==> config.mk <==
export PLATFORM = sky130hd
export DESIGN_NAME = cfg_access
export DESIGN_NICKNAME = d
export VERILOG_FILES = /design/src/include/cfg_access_pkg.sv /design/src/rtl/cfg_cpl_timer.sv /design/src/rtl/cfg_access.sv
export SDC_FILE = /design/constraint.sdc
export NUM_CORES = 1
export LEC_CHECK = 0
export BUFFER_PORTS_ARGS = -buffer_cell sky130_fd_sc_hd__clkbuf_2
export CAP_MARGIN = 20
export CORE_MARGIN = 2
export CORE_UTILIZATION = 55
export DETAILED_ROUTE_END_ITERATION = 6
export PLACE_DENSITY = 0.79
export RECOVER_POWER = 50
export SYNTH_ARGS = -nofsm -noshare
export SYNTH_HDL_FRONTEND = slang
export SYNTH_SLANG_ARGS = --single-unit
==> constraint.sdc <==
create_clock -name clk -period 2.49 [get_ports clk]
set_input_delay 0.249 -clock clk [delete_from_list [all_inputs] [get_ports clk]]
set_output_delay 0.249 -clock clk [all_outputs]
set_load 0.01 [all_outputs]
==> src/include/cfg_access_pkg.sv <==
// constants and types shared by the root-port configuration access block
package cfg_access_pkg;

    localparam int DATA_W = 32;

    // ecam address layout
    localparam int ECAM_BUS_LSB = 20;
    localparam int ECAM_DEV_LSB = 15;
    localparam int ECAM_FN_LSB = 12;
    localparam int ECAM_REG_LSB = 2;

    // completion status codes
    localparam logic [2:0] CPL_SC = 3'h0;
    localparam logic [2:0] CPL_UR = 3'h1;
    localparam logic [2:0] CPL_CRS = 3'h2;
    localparam logic [2:0] CPL_CA = 3'h4;

    // local configuration space: word count, bus number word and fields
    localparam int LOCAL_WORDS = 16;
    localparam logic [3:0] BUSNUM_WORD = 4'h6;
    localparam int PRI_LSB = 0;
    localparam int SEC_LSB = 8;
    localparam int SUB_LSB = 16;
    localparam logic [31:0] READ_ALL_ONES = 32'hffffffff;

    // completion timeout
    localparam int CLK_PERIOD_NS = 50;
    localparam int CPL_TIMEOUT_US = 50000;
    localparam int CPL_TIMEOUT_CYCLES_DEF =
        CPL_TIMEOUT_US * 1000 / CLK_PERIOD_NS;
    localparam int TMR_W = 21;

    typedef enum logic [2:0] {
        ST_IDLE = 3'b000,
        ST_DECODE = 3'b001,
        ST_REQ = 3'b010,
        ST_WAIT = 3'b011,
        ST_ERR1 = 3'b100,
        ST_ERR2 = 3'b101
    } cfg_state_t;

    typedef struct packed {
        logic type1;
        logic write;
        logic [7:0] bus;
        logic [4:0] dev;
        logic [2:0] func;
        logic [9:0] regnum;
        logic [31:0] data;
    } cfg_req_t;

    typedef struct packed {
        logic [2:0] status;
        logic [31:0] data;
    } cfg_cpl_t;

    typedef struct packed {
        cfg_state_t st;
        logic hreadyout;
        logic hresp;
        logic [31:0] hrdata;
        cfg_req_t req;
        logic req_valid;
        logic irq;
        logic tmr_start;
        logic [LOCAL_WORDS-1:0][31:0] mem;
    } cfg_top_state_t;

    localparam cfg_top_state_t TOP_RST = '{
        st: ST_IDLE,
        hreadyout: 1'b1,
        default: '0
    };

    typedef struct packed {
        logic run;
        logic [TMR_W-1:0] cnt;
        logic expired;
    } cfg_tmr_state_t;

    localparam cfg_tmr_state_t TMR_RST = '0;

endpackage : cfg_access_pkg

==> src/rtl/cfg_cpl_timer.sv <==
// completion timer for one outstanding configuration request
`timescale 1ns/1ps
`default_nettype none
module cfg_cpl_timer #(
    parameter int LIMIT = cfg_access_pkg::CPL_TIMEOUT_CYCLES_DEF
) (
    input wire logic clk,
    input wire logic rst_n,
    input wire logic start,
    input wire logic stop,
    output logic expired
);
    import cfg_access_pkg::*;

    cfg_tmr_state_t s;
    cfg_tmr_state_t next_s;

    always_comb begin
        next_s = s;
        next_s.expired = 1'b0;
        if (start) begin
            next_s.run = 1'b1;
            next_s.cnt = '0;
        end else if (stop) begin
            next_s.run = 1'b0;
        end else if (s.run) begin
            if (s.cnt == TMR_W'(LIMIT - 1)) begin
                // one pulse, then idle until the next request
                next_s.run = 1'b0;
                next_s.expired = 1'b1;
            end else begin
                next_s.cnt = s.cnt + 1'b1;
            end
        end
    end

    always_ff @(posedge clk or negedge rst_n) begin
        if (!rst_n) begin
            s <= TMR_RST;
        end else begin
            s <= next_s;
        end
    end

    assign expired = s.expired;

endmodule : cfg_cpl_timer
`default_nettype wire

==> src/rtl/cfg_access.sv <==
// root-port configuration access path: ahb-lite ecam slave to config requests
`timescale 1ns/1ps
`default_nettype none
module cfg_access #(
    parameter int CPL_TIMEOUT_CYCLES = cfg_access_pkg::CPL_TIMEOUT_CYCLES_DEF
) (
    input wire logic clk,
    input wire logic rst_n,
    input wire logic hsel,
    input wire logic [31:0] haddr,
    input wire logic [1:0] htrans,
    input wire logic hwrite,
    input wire logic [2:0] hsize,
    input wire logic [31:0] hwdata,
    input wire logic hready,
    output logic hreadyout,
    output logic hresp,
    output logic [31:0] hrdata,
    output logic cfg_req_valid,
    output cfg_access_pkg::cfg_req_t cfg_req,
    input wire logic cfg_req_ready,
    input wire logic cpl_valid,
    input wire cfg_access_pkg::cfg_cpl_t cpl,
    output logic cfg_timeout_irq
);
    import cfg_access_pkg::*;

    cfg_top_state_t s;
    cfg_top_state_t next_s;
    logic accept;
    logic tmr_stop;
    logic tmr_expired;
    logic [7:0] pri_bus;
    logic [7:0] sec_bus;
    logic [7:0] sub_bus;
    logic in_decode;
    logic dev_bad;
    logic route_local;
    logic route_t0;
    logic route_t1;
    logic route_err;
    logic in_flight;
    logic cpl_ok;
    logic cpl_ur;
    logic cpl_take;
    logic reg_in_range;

    ////////////////////////////////////////////////////////////////////////
    // decode of the captured address against the local header
    // bus numbers are read live, so a header write steers the next access

    assign pri_bus = s.mem[BUSNUM_WORD][PRI_LSB +: 8];
    assign sec_bus = s.mem[BUSNUM_WORD][SEC_LSB +: 8];
    assign sub_bus = s.mem[BUSNUM_WORD][SUB_LSB +: 8];
    assign in_decode = (s.st == ST_DECODE);
    assign dev_bad = in_decode && (s.req.dev != 5'h00);
    assign route_local = in_decode && !dev_bad
        && (s.req.bus == pri_bus);
    assign route_t0 = in_decode && !dev_bad && !route_local
        && (s.req.bus == sec_bus);
    assign route_t1 = in_decode && !dev_bad && !route_local
        && (s.req.bus > sec_bus) && (s.req.bus <= sub_bus);
    assign route_err = in_decode && !dev_bad && !route_local
        && !route_t0 && !route_t1;
    assign reg_in_range = (s.req.regnum < 10'(LOCAL_WORDS));

    // reserved codes fall into the unsupported class; crs is not retried
    assign cpl_ok = (cpl.status == CPL_SC);
    assign cpl_ur = !(cpl_ok || cpl.status == CPL_CRS
        || cpl.status == CPL_CA);
    assign in_flight = (s.st == ST_REQ) || (s.st == ST_WAIT);
    assign cpl_take = (s.st == ST_WAIT) && cpl_valid;
    assign tmr_stop = !in_flight;

    // a new address phase may land while the previous data phase ends
    assign accept = hsel && htrans[1] && hready
        && ((s.st == ST_IDLE) || (s.st == ST_ERR2));

    ////////////////////////////////////////////////////////////////////////
    // completion timer
    // it also runs while the request waits for ready, so a stuck link ends

    cfg_cpl_timer #(
        .LIMIT(CPL_TIMEOUT_CYCLES)
    ) u_timer (
        .clk(clk),
        .rst_n(rst_n),
        .start(s.tmr_start),
        .stop(tmr_stop),
        .expired(tmr_expired)
    );

    ////////////////////////////////////////////////////////////////////////
    // next state

    always_comb begin
        next_s = s;
        next_s.irq = 1'b0;
        next_s.tmr_start = 1'b0;
        unique case (s.st)
            ST_IDLE: begin
                next_s.hreadyout = 1'b1;
                next_s.hresp = 1'b0;
            end
            ST_DECODE: begin
                next_s.req.data = hwdata;
                if (route_local) begin
                    // self-configuration, nothing leaves on the link
                    if (s.req.write && reg_in_range) begin
                        next_s.mem[s.req.regnum[3:0]] = hwdata;
                    end
                    next_s.hrdata = (!s.req.write && reg_in_range)
                        ? s.mem[s.req.regnum[3:0]] : '0;
                    next_s.hreadyout = 1'b1;
                    next_s.st = ST_IDLE;
                end else if (route_t0 || route_t1) begin
                    next_s.req.type1 = route_t1;
                    next_s.req_valid = 1'b1;
                    next_s.tmr_start = 1'b1;
                    next_s.st = ST_REQ;
                end else begin
                    next_s.hresp = 1'b1;
                    next_s.hrdata = '0;
                    next_s.st = ST_ERR1;
                end
            end
            ST_REQ: begin
                if (tmr_expired) begin
                    next_s.req_valid = 1'b0;
                    next_s.hresp = 1'b1;
                    next_s.irq = 1'b1;
                    next_s.st = ST_ERR1;
                end else if (cfg_req_ready) begin
                    next_s.req_valid = 1'b0;
                    next_s.st = ST_WAIT;
                end
            end
            ST_WAIT: begin
                // a completion in the expiry cycle still wins
                if (cpl_take) begin
                    if (!s.req.write && cpl_ok) begin
                        next_s.hrdata = cpl.data;
                        next_s.hreadyout = 1'b1;
                        next_s.st = ST_IDLE;
                    end else if (!s.req.write && cpl_ur) begin
                        next_s.hrdata = READ_ALL_ONES;
                        next_s.hreadyout = 1'b1;
                        next_s.st = ST_IDLE;
                    end else if (s.req.write && cpl_ok) begin
                        next_s.hrdata = '0;
                        next_s.hreadyout = 1'b1;
                        next_s.st = ST_IDLE;
                    end else begin
                        next_s.hrdata = '0;
                        next_s.hresp = 1'b1;
                        next_s.st = ST_ERR1;
                    end
                end else if (tmr_expired) begin
                    next_s.hrdata = '0;
                    next_s.hresp = 1'b1;
                    next_s.irq = 1'b1;
                    next_s.st = ST_ERR1;
                end
            end
            ST_ERR1: begin
                // first cycle of the two-cycle error answer
                next_s.hreadyout = 1'b1;
                next_s.st = ST_ERR2;
            end
            ST_ERR2: begin
                next_s.hresp = 1'b0;
                next_s.st = ST_IDLE;
            end
            default: begin
                next_s.hreadyout = 1'b1;
                next_s.hresp = 1'b0;
                next_s.req_valid = 1'b0;
                next_s.st = ST_IDLE;
            end
        endcase
        if (accept) begin
            // only single word transfers; hsize is not checked
            next_s.req.write = hwrite;
            next_s.req.bus = haddr[ECAM_BUS_LSB +: 8];
            next_s.req.dev = haddr[ECAM_DEV_LSB +: 5];
            next_s.req.func = haddr[ECAM_FN_LSB +: 3];
            next_s.req.regnum = haddr[ECAM_REG_LSB +: 10];
            next_s.req.type1 = 1'b0;
            next_s.hreadyout = 1'b0;
            next_s.hresp = 1'b0;
            next_s.st = ST_DECODE;
        end
    end

    always_ff @(posedge clk or negedge rst_n) begin
        if (!rst_n) begin
            s <= TOP_RST;
        end else begin
            s <= next_s;
        end
    end

    assign hreadyout = s.hreadyout;
    assign hresp = s.hresp;
    assign hrdata = s.hrdata;
    assign cfg_req_valid = s.req_valid;
    assign cfg_req = s.req;
    assign cfg_timeout_irq = s.irq;
endmodule : cfg_access
`default_nettype wire

==> results.sh <==
export IMPL_hold_viol_final=0
export IMPL_max_cap_violations=1
export IMPL_drt_initial_drc_count=1543
export IMPL_slew_violations=0
export IMPL_synth_area_um2=30400
export IMPL_routed_via_density=6.16
export IMPL_clkSlewWorstSetupHoldPaths_ns=0.06
export IMPL_power_density_nw_per_um2=906
export IMPL_whs_ns=0.0167
export IMPL_gp_congestion=0.836
export IMPL_synth_seq_cells=635
export IMPL_htreeDepth=3
export IMPL_rows=86
export IMPL_ys_types=62
export IMPL_avgSynthCellArea_um2=13.8
export IMPL_cp_start_kind="flip-flop"
export IMPL_synth_top_cells_by_area="dfrtp_1 52%, mux2_2 15%, mux4_2 9.5%"
export IMPL_finalCritPeriodShare_pct=99.2
export IMPL_critical_path_cell_chain="or4_4, nor3_4, nand3_4, or4_4, buf_12, mux2_4"
export IMPL_io_buffer_count=196
export IMPL_die_w_um=239
export IMPL_dpl_hpwl_um=49100
export IMPL_postLayoutCellArea_um2=35000
export IMPL_ys_flop_type="dfrtp_1"
export IMPL_ant_nets=0
export IMPL_worstPathMaxFanout=19
export IMPL_antenna_found_initial=1
export IMPL_worst_path_most_repeated_cell="or4_4"
export IMPL_die_area_um2=57200
export IMPL_dr_pass1_iters=5
export IMPL_ys_top_cells_by_count="634 x dfrtp_1, 393 x mux2_2, 145 x nand2_1"
export IMPL_period_minus_slack_ns=2.47
export IMPL_dp_cells=2961
export IMPL_yosys_warnings=0
export IMPL_synth_top_cell_area_share_pct=52.2
export IMPL_wl_um=77300
export IMPL_fin_skew_ns=0.0233
export IMPL_core_region_area_um2=54900
export IMPL_cp_end_kind="flip-flop"
export IMPL_finalSetupViolCount=0
export IMPL_grt_pass1_vias=20400
export IMPL_cts_root_buf="clkbuf_16"
export IMPL_cpPeakStageDelay_ns=0.58
export IMPL_drc=0
export IMPL_gr_total_overflow=0
export IMPL_insertion_delay_ns=0.60
export IMPL_r2r_slack_ns=0.02
export IMPL_crit_type="reg -> reg"
export IMPL_tightest_slew_ns=1.49
export IMPL_ys_async_sr_fraction_pct=100
export IMPL_grt_max_degree=114
export IMPL_max_freq_mhz=405
export IMPL_ys_seq_area_share_pct=52.3
export IMPL_synth_edf_count=0
export IMPL_crit_start="cfg_req[45]"
export IMPL_cts_inserted_buffers=67
export IMPL_synth_most_common_cell="dfrtp_1"
export IMPL_grt_pass1_wl_um=120000
export IMPL_p_leak_nw=15.7
export IMPL_die_h_um=239
export IMPL_worst_hold_path_type="in -> reg"
export IMPL_final_nets=2492
export IMPL_slew_headroom_pct=0.685
export IMPL_grt_use_total_pct=27.6
export IMPL_worstHoldStart="cpl[10]"
export IMPL_cts_buffer_depth=3
export IMPL_finalSetupTns_ns=0
export IMPL_ir_drop_mv=0.770
export IMPL_cp_arrival_ns=2.94
export IMPL_fin_util_pct=63.8
export IMPL_rr_worst_depth=6
export IMPL_pin_count=207
export IMPL_yosys_area_top_type="dfrtp_1"
export IMPL_synth_nets=2337
export IMPL_area_growth_pct=15.1
export IMPL_status="finished with violations"
export IMPL_r2r_start="cfg_req[45]"
export IMPL_vias=19200
export IMPL_cts_sinks=635
export IMPL_crit_required_ns=2.96
export IMPL_layout_drive_gt1_share_pct=45.9
export IMPL_finalNonFillerCells=3118
export IMPL_rsz0062_at_grt="yes"
export IMPL_syn_inst=2209
export IMPL_wl_per_cell_um=24.8
export IMPL_violations="capacitance limit"
export IMPL_placed_cell_area_um2=32400
export IMPL_cts_tree="built"
export IMPL_crit_slowest_cell="or4_4"
export IMPL_start_util_pct=55.4
[what timing repair did]
item / in CTS / in global routing
pin swaps: 2 / 2
hold endpoints to repair: 67 / 0
endpoints found under the setup margin: 314 / 253
buffers inserted: 2 / 1
hold buffers: 33 / 0
gates cloned: 1 / 1
resized for setup: 10 / 16
[placed cells by master, fill, tap and decap left out, drive strengths merged, types with 49 or more instances in the layout]
master / count
buf: 121
dfrtp: 634
a21oi: 54
mux2: 537
nor2: 49
mux4: 128
inv: 58
clkbuf: 308
nand2: 145
a22oi: 66
[area by class of cell]
class | instances | area [um^2]
fillers | 3848 | 19900
flip-flops and latches | 635 | 15900
multi-input cells | 1244 | 13000
repair buffers | 360 | 2840
clock buffers | 102 | 1990
well taps | 704 | 881
clock inverters | 16 | 213
inverters | 56 | 210
diodes | 1 | 2.50
[logic make-up (layout without fill, tap and decap cells)]
group / count (synthesis) / count (layout) / share of synthesized area (%)
multiplexers: 666 / 666 / 30.9
other: 0 / 1 / 0
XOR/XNOR: 18 / 18 / 0.519
buffers and inverters: 330 / 534 / 5.61
flip-flops: 635 / 635 / 52.3
adder cells (fa/ha/maj): 17 / 17 / 0.700
AO/OA/AOI/OAI: 235 / 235 / 5.15
AND/OR/NAND/NOR: 308 / 308 / 4.86
[stage by stage]
step	setup WS (ns)	power, W
after global placement	-0.264	0.0213
after detailed placement	-0.317	0.0216
after floorplan	0.00482	0.0186
after CTS	0.0117	0.0318
final	0.0203	0.0317
after global routing	-0.0602	0.0330
[worst min path at each step]
| stage | end | slack, ns | cells past startpoint |
|---|---|---|---|
| floorplan | asynchronous set/reset pin | -0.05 | 0 |
| global placement | cfg_req[42] | 0.21 | 1 |
| detailed placement | cfg_req[43] | 0.21 | 1 |
| CTS | hrdata[18] | 0.001 | 5 |
| global route | hrdata[10] | 0.05 | 5 |
| finish | hrdata[10] | 0.02 | 5 |
[routing by layer]
metal  global-route usage, %  wire (um)  vias to the layer above
met5                       0          0                        -
met4                    11.9       3200                        0
met3                    4.10       4130                      184
met2                    46.2      38600                      672
met1                    36.1      31400                    10100
li1                        -          -                     8229
[power by group]
group / internal [W] / switching, W / leakage [nW]
clock: 0.00603 / 0.00404 / 1.09
sequential: 0.0113 / 0.000686 / 7.57
combinational: 0.00435 / 0.00528 / 7.00
total: 0.0217 / 0.0100 / 15.7
[critical path: cells and delay by family (launching register included)]
family,cells,cell delay [ns]
AND/OR/NAND/NOR,4,1.44
buffers and inverters,1,0.20
multiplexers,1,0.32
flip-flops,1,0.38
Note: power is estimated with default switching activity, not from simulation.
